$ cat config.mk
export PLATFORM = sky130hd
export DESIGN_NAME = low_speed_serdes_lane_config
export DESIGN_NICKNAME = d
export VERILOG_FILES = /design/src/core/lane_cfg_pkg.sv /design/src/core/lane_rate_pick.sv /design/src/core/low_speed_serdes_lane_config.sv
export SDC_FILE = /design/constraint.sdc
export NUM_CORES = 1
export LEC_CHECK = 0
export ABC_AREA = 1
export BUFFER_PORTS_ARGS = -buffer_cell sky130_fd_sc_hd__buf_2
export CAP_MARGIN = 30
export CORE_UTILIZATION = 34
export CTS_CLUSTER_DIAMETER = 100
export CTS_CLUSTER_SIZE = 40
export DETAILED_ROUTE_END_ITERATION = 10
export PLACE_DENSITY = 0.62
export REMOVE_ABC_BUFFERS = 1
export SYNTH_ARGS = -nofsm -noshare
export SYNTH_HDL_FRONTEND = slang
export SYNTH_SLANG_ARGS = --single-unit
$ cat constraint.sdc
create_clock -name clk -period 1.7 [get_ports clk]
set_input_delay 0.17 -clock clk [delete_from_list [all_inputs] [get_ports clk]]
set_output_delay 0.17 -clock clk [all_outputs]
set_load 0.005 [all_outputs]
$ cat src/core/lane_cfg_pkg.sv
package lane_cfg_pkg;

    // ====================================================================
    // management space
    localparam logic [4:0] MGMT_DEV = 5'h1e;
    localparam logic [15:0] LANE_CTRL_B_ADDR = 16'h0007;
    localparam logic [15:0] LANE_CTRL_C_ADDR = 16'h0008;
    localparam logic [15:0] LANE_CTRL_B_RST = 16'hdc04;
    localparam logic [15:0] LANE_CTRL_C_RST = 16'h000d;
    localparam logic [15:0] UNMAPPED_RDATA = 16'h0000;

    // ====================================================================
    // field positions, control register b
    localparam int SWING_HI = 14;
    localparam int SWING_LO = 12;
    localparam int LOS_EN_BIT = 11;
    localparam int TX_EN_BIT = 10;
    localparam int TX_RATE_HI = 9;
    localparam int TX_RATE_LO = 8;
    localparam int DEEMPH_HI = 7;
    localparam int DEEMPH_LO = 4;
    localparam int RX_EN_BIT = 2;
    localparam int RX_RATE_HI = 1;
    localparam int RX_RATE_LO = 0;

    // field positions, control register c
    localparam int RX_INV_BIT = 15;
    localparam int TX_INV_BIT = 14;
    localparam int EQ_HI = 11;
    localparam int EQ_LO = 8;

    localparam int NUM_LANES = 4;

    // ====================================================================
    // rate codes as written by software
    localparam logic [1:0] RATE_CODE_FULL = 2'h0;
    localparam logic [1:0] RATE_CODE_HALF = 2'h1;
    localparam logic [1:0] RATE_CODE_QUARTER = 2'h2;

    typedef enum logic [1:0] {
        RATE_FULL,
        RATE_HALF,
        RATE_QUARTER
    } rate_t;

    typedef struct packed {
        logic wr;
        logic rd;
        logic [4:0] dev;
        logic [15:0] addr;
        logic [15:0] wdata;
    } mgmt_req_t;

    typedef struct packed {
        logic valid;
        logic [15:0] rdata;
    } mgmt_rsp_t;

    // ====================================================================
    // typical swing in mV and de-emphasis in hundredths of a percent
    localparam logic [10:0] SWING_MV [8] = '{
        11'd190, 11'd380, 11'd560, 11'd710, 11'd850, 11'd950, 11'd1010, 11'd1050};
    localparam logic [12:0] DEEMPH_CPCT [16] = '{
        13'd0, 13'd476, 13'd952, 13'd1428, 13'd1904, 13'd2380, 13'd2856, 13'd3332,
        13'd3808, 13'd4285, 13'd4761, 13'd5238, 13'd5714, 13'd6190, 13'd6666, 13'd7142};

    // reserved code 11 falls back to full rate
    function automatic rate_t decode_rate(input logic [1:0] code);
        unique case (code)
            RATE_CODE_HALF: decode_rate = RATE_HALF;
            RATE_CODE_QUARTER: decode_rate = RATE_QUARTER;
            default: decode_rate = RATE_FULL;
        endcase
    endfunction

    function automatic logic hit(input mgmt_req_t r, input logic [15:0] a);
        hit = (r.dev == MGMT_DEV) && (r.addr == a);
    endfunction

endpackage

$ cat src/core/lane_rate_pick.sv
`timescale 1ns/1ps
`default_nettype none

module lane_rate_pick (
    input wire logic [1:0] written_code,
    input wire lane_cfg_pkg::rate_t auto_rate,
    input wire logic manual,
    output lane_cfg_pkg::rate_t eff_rate
);
    import lane_cfg_pkg::*;

    // ====================================================================
    // the written field is ignored until manual is asserted, by the refclk rate select pin or the rate override
    always_comb begin
        eff_rate = manual ? decode_rate(written_code) : auto_rate;
    end

endmodule // lane_rate_pick

`default_nettype wire

$ cat src/core/low_speed_serdes_lane_config.sv
`timescale 1ns/1ps
`default_nettype none

module low_speed_serdes_lane_config (
    input wire logic clk,
    input wire logic rst,
    input wire lane_cfg_pkg::mgmt_req_t mgmt_req,
    output lane_cfg_pkg::mgmt_rsp_t mgmt_rsp,
    input wire logic channel_powerdown_n,
    input wire logic global_powerdown,
    input wire logic refclk_rate_select_hi,
    input wire logic rate_override,
    input wire lane_cfg_pkg::rate_t auto_tx_rate,
    input wire lane_cfg_pkg::rate_t auto_rx_rate,
    input wire logic [3:0] rx_lane_data,
    input wire logic [3:0] tx_in_pos,
    input wire logic [3:0] tx_in_neg,
    output logic [3:0] rx_out_pos,
    output logic [3:0] rx_out_neg,
    output logic [3:0] tx_lane_data,
    output logic tx_lane_enable,
    output logic rx_lane_enable,
    output lane_cfg_pkg::rate_t tx_lane_rate,
    output lane_cfg_pkg::rate_t rx_lane_rate,
    output logic [2:0] output_swing_sel,
    output logic [10:0] swing_mv,
    output logic signal_loss_detect_en,
    output logic [3:0] tx_deemphasis_sel,
    output logic [12:0] deemph_cpct,
    output logic [3:0] rx_equalizer_sel
);
    import lane_cfg_pkg::*;

    // ====================================================================
    // register bank
    logic [15:0] ctrl_b_q, ctrl_b_d;
    logic [15:0] ctrl_c_q, ctrl_c_d;
    mgmt_rsp_t rsp_d;

    always_comb begin
        ctrl_b_d = ctrl_b_q;
        ctrl_c_d = ctrl_c_q;
        rsp_d.valid = mgmt_req.rd;
        rsp_d.rdata = UNMAPPED_RDATA;
        // whole word written, reserved bits included, so software must preserve them
        if (mgmt_req.wr && hit(mgmt_req, LANE_CTRL_B_ADDR)) begin
            ctrl_b_d = mgmt_req.wdata;
        end
        if (mgmt_req.wr && hit(mgmt_req, LANE_CTRL_C_ADDR)) begin
            ctrl_c_d = mgmt_req.wdata;
        end
        if (mgmt_req.rd && hit(mgmt_req, LANE_CTRL_B_ADDR)) begin
            rsp_d.rdata = ctrl_b_q;
        end else if (mgmt_req.rd && hit(mgmt_req, LANE_CTRL_C_ADDR)) begin
            rsp_d.rdata = ctrl_c_q;
        end
    end

    always_ff @(posedge clk) begin
        if (rst) begin
            ctrl_b_q <= LANE_CTRL_B_RST;
            ctrl_c_q <= LANE_CTRL_C_RST;
            mgmt_rsp <= '0;
        end else begin
            ctrl_b_q <= ctrl_b_d;
            ctrl_c_q <= ctrl_c_d;
            mgmt_rsp <= rsp_d;
        end
    end

    // ====================================================================
    // lane control
    logic manual_rate;
    rate_t tx_pick, rx_pick;
    logic powered_down;

    assign manual_rate = refclk_rate_select_hi | rate_override;
    // power-down overrides the stored enables without altering them
    assign powered_down = ~channel_powerdown_n | global_powerdown;

    lane_rate_pick u_tx_rate (
        .written_code(ctrl_b_q[TX_RATE_HI:TX_RATE_LO]),
        .auto_rate(auto_tx_rate),
        .manual(manual_rate),
        .eff_rate(tx_pick)
    );

    lane_rate_pick u_rx_rate (
        .written_code(ctrl_b_q[RX_RATE_HI:RX_RATE_LO]),
        .auto_rate(auto_rx_rate),
        .manual(manual_rate),
        .eff_rate(rx_pick)
    );

    logic tx_en_d, rx_en_d;
    logic [2:0] swing_d;
    logic [10:0] swing_mv_d;
    logic [3:0] deemph_d;
    logic [12:0] deemph_cpct_d;
    logic [3:0] rx_pos_d, rx_neg_d, tx_data_d;
    logic los_d;
    logic [3:0] eq_d;

    always_comb begin
        tx_en_d = ctrl_b_q[TX_EN_BIT] & ~powered_down;
        rx_en_d = ctrl_b_q[RX_EN_BIT] & ~powered_down;
        swing_d = ctrl_b_q[SWING_HI:SWING_LO];
        swing_mv_d = SWING_MV[swing_d];
        deemph_d = ctrl_b_q[DEEMPH_HI:DEEMPH_LO];
        deemph_cpct_d = DEEMPH_CPCT[deemph_d];
        los_d = ctrl_b_q[LOS_EN_BIT];
        eq_d = ctrl_c_q[EQ_HI:EQ_LO];
        // swap is a pin exchange, so both legs stay complementary
        rx_pos_d = ctrl_c_q[RX_INV_BIT] ? ~rx_lane_data : rx_lane_data;
        rx_neg_d = ~rx_pos_d;
        tx_data_d = ctrl_c_q[TX_INV_BIT] ? tx_in_neg : tx_in_pos;
    end

    always_ff @(posedge clk) begin
        if (rst) begin
            tx_lane_enable <= 1'b0;
            rx_lane_enable <= 1'b0;
            tx_lane_rate <= RATE_FULL;
            rx_lane_rate <= RATE_FULL;
            output_swing_sel <= 3'h0;
            swing_mv <= 11'h0;
            signal_loss_detect_en <= 1'b0;
            tx_deemphasis_sel <= 4'h0;
            deemph_cpct <= 13'h0;
            rx_equalizer_sel <= 4'h0;
            rx_out_pos <= 4'h0;
            rx_out_neg <= 4'hf;
            tx_lane_data <= 4'h0;
        end else begin
            tx_lane_enable <= tx_en_d;
            rx_lane_enable <= rx_en_d;
            tx_lane_rate <= tx_pick;
            rx_lane_rate <= rx_pick;
            output_swing_sel <= swing_d;
            swing_mv <= swing_mv_d;
            signal_loss_detect_en <= los_d;
            tx_deemphasis_sel <= deemph_d;
            deemph_cpct <= deemph_cpct_d;
            rx_equalizer_sel <= eq_d;
            rx_out_pos <= rx_pos_d;
            rx_out_neg <= rx_neg_d;
            tx_lane_data <= tx_data_d;
        end
    end

    // ====================================================================
    // checks
    a_reset_defaults: assert property (@(posedge clk) rst |=>
        ctrl_b_q == LANE_CTRL_B_RST && ctrl_c_q == LANE_CTRL_C_RST)
        else $error("control registers not at reset values");

    a_write_b_lands: assert property (@(posedge clk) disable iff (rst)
        (mgmt_req.wr && mgmt_req.dev == MGMT_DEV && mgmt_req.addr == LANE_CTRL_B_ADDR)
        |=> ctrl_b_q == $past(mgmt_req.wdata))
        else $error("write to register b lost");

    a_read_c_data: assert property (@(posedge clk) disable iff (rst)
        (mgmt_req.rd && mgmt_req.dev == MGMT_DEV && mgmt_req.addr == LANE_CTRL_C_ADDR)
        |=> mgmt_rsp.valid && mgmt_rsp.rdata == $past(ctrl_c_q))
        else $error("read of register c wrong");

    a_tx_pd_force: assert property (@(posedge clk) disable iff (rst)
        (!channel_powerdown_n || global_powerdown) |=> !tx_lane_enable)
        else $error("tx lane enabled while powered down");

    a_rx_lane_follow: assert property (@(posedge clk) disable iff (rst)
        (!rst && channel_powerdown_n && !global_powerdown) |=> rx_lane_enable == $past(ctrl_b_q[RX_EN_BIT]))
        else $error("rx lane enable not following register");

    a_rate_auto_used: assert property (@(posedge clk) disable iff (rst)
        (!rst && !(refclk_rate_select_hi || rate_override)) |=> tx_lane_rate == $past(auto_tx_rate)
        && rx_lane_rate == $past(auto_rx_rate))
        else $error("written rate applied without override");

    a_rate_quarter: assert property (@(posedge clk) disable iff (rst)
        (!rst && rate_override && ctrl_b_q[TX_RATE_HI:TX_RATE_LO] == RATE_CODE_QUARTER)
        |=> tx_lane_rate == RATE_QUARTER)
        else $error("tx quarter rate not decoded");

    a_swing_table: assert property (@(posedge clk) disable iff (rst)
        (output_swing_sel == 3'h7) |-> swing_mv == 11'd1050)
        else $error("swing amplitude mismatch");

    a_rx_swap_pins: assert property (@(posedge clk) disable iff (rst)
        ctrl_c_q[RX_INV_BIT] |=> rx_out_pos == ~$past(rx_lane_data) && rx_out_neg == $past(rx_lane_data))
        else $error("rx pins not swapped");

    a_tx_invert_pair: assert property (@(posedge clk) disable iff (rst)
        ctrl_c_q[TX_INV_BIT] |=> tx_lane_data == $past(tx_in_neg))
        else $error("tx pair not inverted");

    a_eq_follow: assert property (@(posedge clk) disable iff (rst)
        !rst |=> rx_equalizer_sel == $past(ctrl_c_q[EQ_HI:EQ_LO]))
        else $error("equalizer field not applied");

    // antecedents other than a_rx_pd_force sample rst, so the reset edge never seeds a check on reset-valued outputs
    a_swing_follow: assert property (@(posedge clk) disable iff (rst)
        !rst |=> output_swing_sel == $past(ctrl_b_q[SWING_HI:SWING_LO]))
        else $error("swing select not applied");

    a_swing_min: assert property (@(posedge clk) disable iff (rst)
        (!rst ##1 (output_swing_sel == 3'h0)) |-> swing_mv == 11'd190)
        else $error("lowest swing amplitude wrong");

    a_swing_mid: assert property (@(posedge clk) disable iff (rst)
        (!rst ##1 (output_swing_sel == 3'h5)) |-> swing_mv == 11'd950)
        else $error("default swing amplitude wrong");

    a_los_follow: assert property (@(posedge clk) disable iff (rst)
        !rst |=> signal_loss_detect_en == $past(ctrl_b_q[LOS_EN_BIT]))
        else $error("loss detect enable not applied");

    a_tx_lane_follow: assert property (@(posedge clk) disable iff (rst)
        (!rst && channel_powerdown_n && !global_powerdown) |=> tx_lane_enable == $past(ctrl_b_q[TX_EN_BIT]))
        else $error("tx lane enable not following register");

    a_rx_pd_force: assert property (@(posedge clk) disable iff (rst)
        (!channel_powerdown_n || global_powerdown) |=> !rx_lane_enable)
        else $error("rx lane enabled while powered down");

    a_tx_rate_half: assert property (@(posedge clk) disable iff (rst)
        (!rst && (refclk_rate_select_hi || rate_override) && ctrl_b_q[TX_RATE_HI:TX_RATE_LO] == RATE_CODE_HALF)
        |=> tx_lane_rate == RATE_HALF)
        else $error("tx half rate not decoded");

    a_tx_rate_full: assert property (@(posedge clk) disable iff (rst)
        (!rst && (refclk_rate_select_hi || rate_override) && ctrl_b_q[TX_RATE_HI:TX_RATE_LO] == RATE_CODE_FULL)
        |=> tx_lane_rate == RATE_FULL)
        else $error("tx full rate not decoded");

    a_rx_rate_half: assert property (@(posedge clk) disable iff (rst)
        (!rst && (refclk_rate_select_hi || rate_override) && ctrl_b_q[RX_RATE_HI:RX_RATE_LO] == RATE_CODE_HALF)
        |=> rx_lane_rate == RATE_HALF)
        else $error("rx half rate not decoded");

    a_rx_rate_quarter: assert property (@(posedge clk) disable iff (rst)
        (!rst && (refclk_rate_select_hi || rate_override) && ctrl_b_q[RX_RATE_HI:RX_RATE_LO] == RATE_CODE_QUARTER)
        |=> rx_lane_rate == RATE_QUARTER)
        else $error("rx quarter rate not decoded");

    a_rx_rate_full: assert property (@(posedge clk) disable iff (rst)
        (!rst && (refclk_rate_select_hi || rate_override) && ctrl_b_q[RX_RATE_HI:RX_RATE_LO] == RATE_CODE_FULL)
        |=> rx_lane_rate == RATE_FULL)
        else $error("rx full rate not decoded");

    a_deemph_follow: assert property (@(posedge clk) disable iff (rst)
        !rst |=> tx_deemphasis_sel == $past(ctrl_b_q[DEEMPH_HI:DEEMPH_LO]))
        else $error("de-emphasis select not applied");

    a_deemph_none: assert property (@(posedge clk) disable iff (rst)
        (!rst ##1 (tx_deemphasis_sel == 4'h0)) |-> deemph_cpct == 13'd0)
        else $error("de-emphasis not zero at code 0");

    a_deemph_max: assert property (@(posedge clk) disable iff (rst)
        (!rst ##1 (tx_deemphasis_sel == 4'hf)) |-> deemph_cpct == 13'd7142)
        else $error("de-emphasis wrong at top code");

    a_rx_pins_normal: assert property (@(posedge clk) disable iff (rst)
        (!rst && !ctrl_c_q[RX_INV_BIT]) |=> rx_out_pos == $past(rx_lane_data) && rx_out_neg == ~$past(rx_lane_data))
        else $error("rx pins swapped while normal");

    a_tx_pair_normal: assert property (@(posedge clk) disable iff (rst)
        (!rst && !ctrl_c_q[TX_INV_BIT]) |=> tx_lane_data == $past(tx_in_pos))
        else $error("tx pair inverted while normal");

    a_read_b_data: assert property (@(posedge clk) disable iff (rst)
        (!rst && mgmt_req.rd && hit(mgmt_req, LANE_CTRL_B_ADDR))
        |=> mgmt_rsp.valid && mgmt_rsp.rdata == $past(ctrl_b_q))
        else $error("read of register b wrong");

    a_read_valid_pulse: assert property (@(posedge clk) disable iff (rst)
        (!rst && !mgmt_req.rd) |=> !mgmt_rsp.valid)
        else $error("read response without request");

    a_unmapped_read_zero: assert property (@(posedge clk) disable iff (rst)
        (!rst && mgmt_req.rd && !hit(mgmt_req, LANE_CTRL_B_ADDR) && !hit(mgmt_req, LANE_CTRL_C_ADDR))
        |=> mgmt_rsp.valid && mgmt_rsp.rdata == UNMAPPED_RDATA)
        else $error("unmapped read returned data");

    a_hold_b: assert property (@(posedge clk) disable iff (rst)
        (!rst && !(mgmt_req.wr && hit(mgmt_req, LANE_CTRL_B_ADDR))) |=> $stable(ctrl_b_q))
        else $error("register b changed without write");

    a_write_c_lands: assert property (@(posedge clk) disable iff (rst)
        (!rst && mgmt_req.wr && hit(mgmt_req, LANE_CTRL_C_ADDR))
        |=> ctrl_c_q == $past(mgmt_req.wdata))
        else $error("write to register c lost");

    a_hold_c: assert property (@(posedge clk) disable iff (rst)
        (!rst && !(mgmt_req.wr && hit(mgmt_req, LANE_CTRL_C_ADDR))) |=> $stable(ctrl_c_q))
        else $error("register c changed without write");

endmodule // low_speed_serdes_lane_config

`default_nettype wire

==> impl_metrics.env <==
export IMPL_portBuffers=130
export IMPL_min_period_ns=1.36
export IMPL_ctsHoldBuffers=0
export IMPL_detail_route_first_pass_iterations=4
export IMPL_worstPathBufferInverterCount=1
export IMPL_setup_viol=0
export IMPL_mostFrequentLayoutCell="buf_2"
export IMPL_dp_cells=751
export IMPL_syn_to_final_growth_pct=28.5
export IMPL_overflow=0
export IMPL_synth_seq_cells=101
export IMPL_synth_edf_count=0
export IMPL_maxCapViolCount=0
export IMPL_layout_cells_non_filler=768
export IMPL_setup_tns_ns=0
export IMPL_peakVddDrop_uv=516
export IMPL_crit_fanout=6
export IMPL_cts_path_max_buffers=2
export IMPL_hpwl_microns=6690
export IMPL_yosys_warnings=0
export IMPL_globalRouteTotalUtil_pct=16.4
export IMPL_final_hold_viol_count=0
export IMPL_power_density_nw_per_um2=945
export IMPL_ys_flop_type="dfxtp_1"
export IMPL_coreArea_sq_um=11000
export IMPL_cp_startpoint="ctrl_b_q[4]$_SDFFE_PP0P_"
export IMPL_ys_types=30
export IMPL_hp_class="in -> reg"
export IMPL_max_stage_delay_ns=0.44
export IMPL_clock_sinks=101
export IMPL_total_power_mw=4.71
export IMPL_synthArstFlopShare_pct=0
export IMPL_fmaxAchievable_mhz=733
export IMPL_clk_pin_slew_ns=0.08
export IMPL_rows=38
export IMPL_finalNetCount=694
export IMPL_postCtsSetupBuffers=0
export IMPL_cts_tree="yes"
export IMPL_layout_drive_gt1_share_pct=30.5
export IMPL_num_vias=3402
export IMPL_slew_viol_final=0
export IMPL_drtIter0Drc=116
export IMPL_timing_final_crit_share_pct=80.3
export IMPL_cts_root_buffer="clkbuf_16"
export IMPL_crit_type="reg -> reg"
export IMPL_htreeDepth=3
export IMPL_synth_seq_area_share_pct=52.2
export IMPL_crit_cells=5
export IMPL_finClkSkew_ns=0.00750
export IMPL_place_congestion=0.804
export IMPL_final_cell_mix="buf_2, nor2_1, dfxtp_1"
export IMPL_endpoint="deemph_cpct[10]$_SDFF_PP0_"
export IMPL_timing_rr_start="ctrl_b_q[4]$_SDFFE_PP0P_"
export IMPL_drc=0
export IMPL_insertion_delay_ns=0.34
export IMPL_die_x_microns=109
export IMPL_outcome="finished clean"
export IMPL_grt_pass1_wl_microns=15100
export IMPL_worstPathRequired_ns=1.97
export IMPL_synth_area_per_cell_sq_um=7.88
export IMPL_maxSlewHeadroom_pct=60.0
export IMPL_avgRoutedWirePerCell_microns=11.8
export IMPL_cpLargestDelayFamily="flip-flops"
export IMPL_ff2ff_setup_slack_ns=0.34
export IMPL_reg2reg_depth=5
export IMPL_syn_inst=492
export IMPL_grt_antenna_before_repair=1
export IMPL_die_h_microns=109
export IMPL_ant_nets=0
export IMPL_cts_inserted_buffers=9
export IMPL_floorplan_initialDensity_pct=35.3
export IMPL_cpMaxStageDelayCell="dfxtp_1"
export IMPL_endpoint_kind="flop"
export IMPL_start_kind="flop"
export IMPL_reg2reg_to="deemph_cpct[10]$_SDFF_PP0_"
export IMPL_p_leak_nw=2.62
export IMPL_worst_pin_slew_ns=0.598
export IMPL_grt_max_degree=29
export IMPL_finish_utilization_pct=45.4
export IMPL_arrival_ns=1.63
export IMPL_die_area_sq_um=11800
export IMPL_wirelength_microns=9060
export IMPL_avgViaCountPerCell=4.43
export IMPL_path_cells="inv_1 -> ha_1 -> nand2_1 -> nand3_1 -> a21oi_1"
export IMPL_pin_count=132
export IMPL_post_cts_resized=0
export IMPL_netlist_area_sq_um=3870
export IMPL_grt_pass1_vias=3284
export IMPL_grt_setup_unrepaired="no"
tightest hold or removal path, cell delays in order:
cell,delay [ns]
buf_2,0.09
nand2_1,0.05
nand3_1,0.05
worst min path at each step:
stage	startpoint	end	depth (start not counted)
after floorplan	rst	deemph_cpct[10]$_SDFF_PP0_	1
after global placement	mgmt_req[2]	ctrl_c_q[2]$_SDFFE_PP1P_	3
after detailed placement	mgmt_req[3]	ctrl_c_q[3]$_SDFFE_PP1P_	3
after CTS	mgmt_req[3]	ctrl_c_q[3]$_SDFFE_PP1P_	3
after global routing	tx_in_neg[1]	tx_lane_data[1]$_SDFF_PP0_	3
final	mgmt_req[0]	ctrl_c_q[0]$_SDFFE_PP1P_	3
cells by family (layout without fill, tap and decap cells):
group                      Yosys count  after routing  share of synthesized area [%]
buffers and inverters               72            207                           7.88
AOI/OAI and AO/OA                   43             43                           6.01
adders and majority gates           11             11                           3.55
and+or+nand+nor                    264            264                           30.3
other                                1              2                         0.0968
DFF                                101            101                           52.2
cells in the mapped netlist (all sizes together) (4+ instances only):
cell type    n  area (sq um)
nand2      100           383
or2          5          31.3
buf         11          76.3
o22ai        4          25.0
clkbuf       8          30.0
o21ai       20           100
nor2       126           543
a21oi       14          70.1
ha          11           138
dfxtp      101          2020
nand3       22           143
nand4       10          62.6
inv         52           195
sequential cells by signal, indices dropped and copies added (netlist names):
name	count
mgmt_rsp	17
ctrl_b_q	16
ctrl_c_q	16
deemph_cpct	12
swing_mv	10
rx_equalizer_sel	4
rx_out_neg	4
rx_out_pos	4
tx_deemphasis_sel	4
tx_lane_data	4
output_swing_sel	3
rx_lane_rate	2
tx_lane_rate	2
rx_lane_enable	1
signal_loss_detect_en	1
tx_lane_enable	1
report_power, final:
part	switching [mW]	internal (mW)	leakage (nW)
registers	0.00803	2.40	0.822
logic	0.121	0.103	1.65
clock network	1.02	1.06	0.151
total	1.15	3.56	2.62
metal layers:
layer / wire length [microns] / up-vias / share of wire (%) / global-route usage, %
met5: 0 / - / 0 / 0
met4: 161 / 0 / 1.8 / 5.89
met3: 494 / 13 / 5.5 / 3.83
met2: 4390 / 90 / 48 / 28.3
met1: 4020 / 1524 / 44 / 19.8
li1: - / 1775 / - / -
metrics by stage:
stage | area, sq um | hold slack [ns] | setup slack (ns)
3_3_place_gp | 4670 | 0.391 | 0.218
6_report | 4980 | 0.0449 | 0.335
3_5_place_dp | 4670 | 0.393 | 0.170
2_1_floorplan | 3770 | 0.239 | 0.378
4_1_cts | 4980 | 0.0307 | 0.320
5_1_grt | 4980 | 0.0425 | 0.199
layout make-up:
type / count / area [sq um]
multi-input cells: 319 / 1550
clock inverters: 7 / 86.3
inverters: 53 / 199
diodes: 1 / 2.50
repair buffers: 138 / 723
flip-flops and latches: 101 / 2020
fillers: 1074 / 6000
clock buffers: 9 / 225
well taps: 140 / 175
No activity file was read; power rests on OpenSTA's default activity.
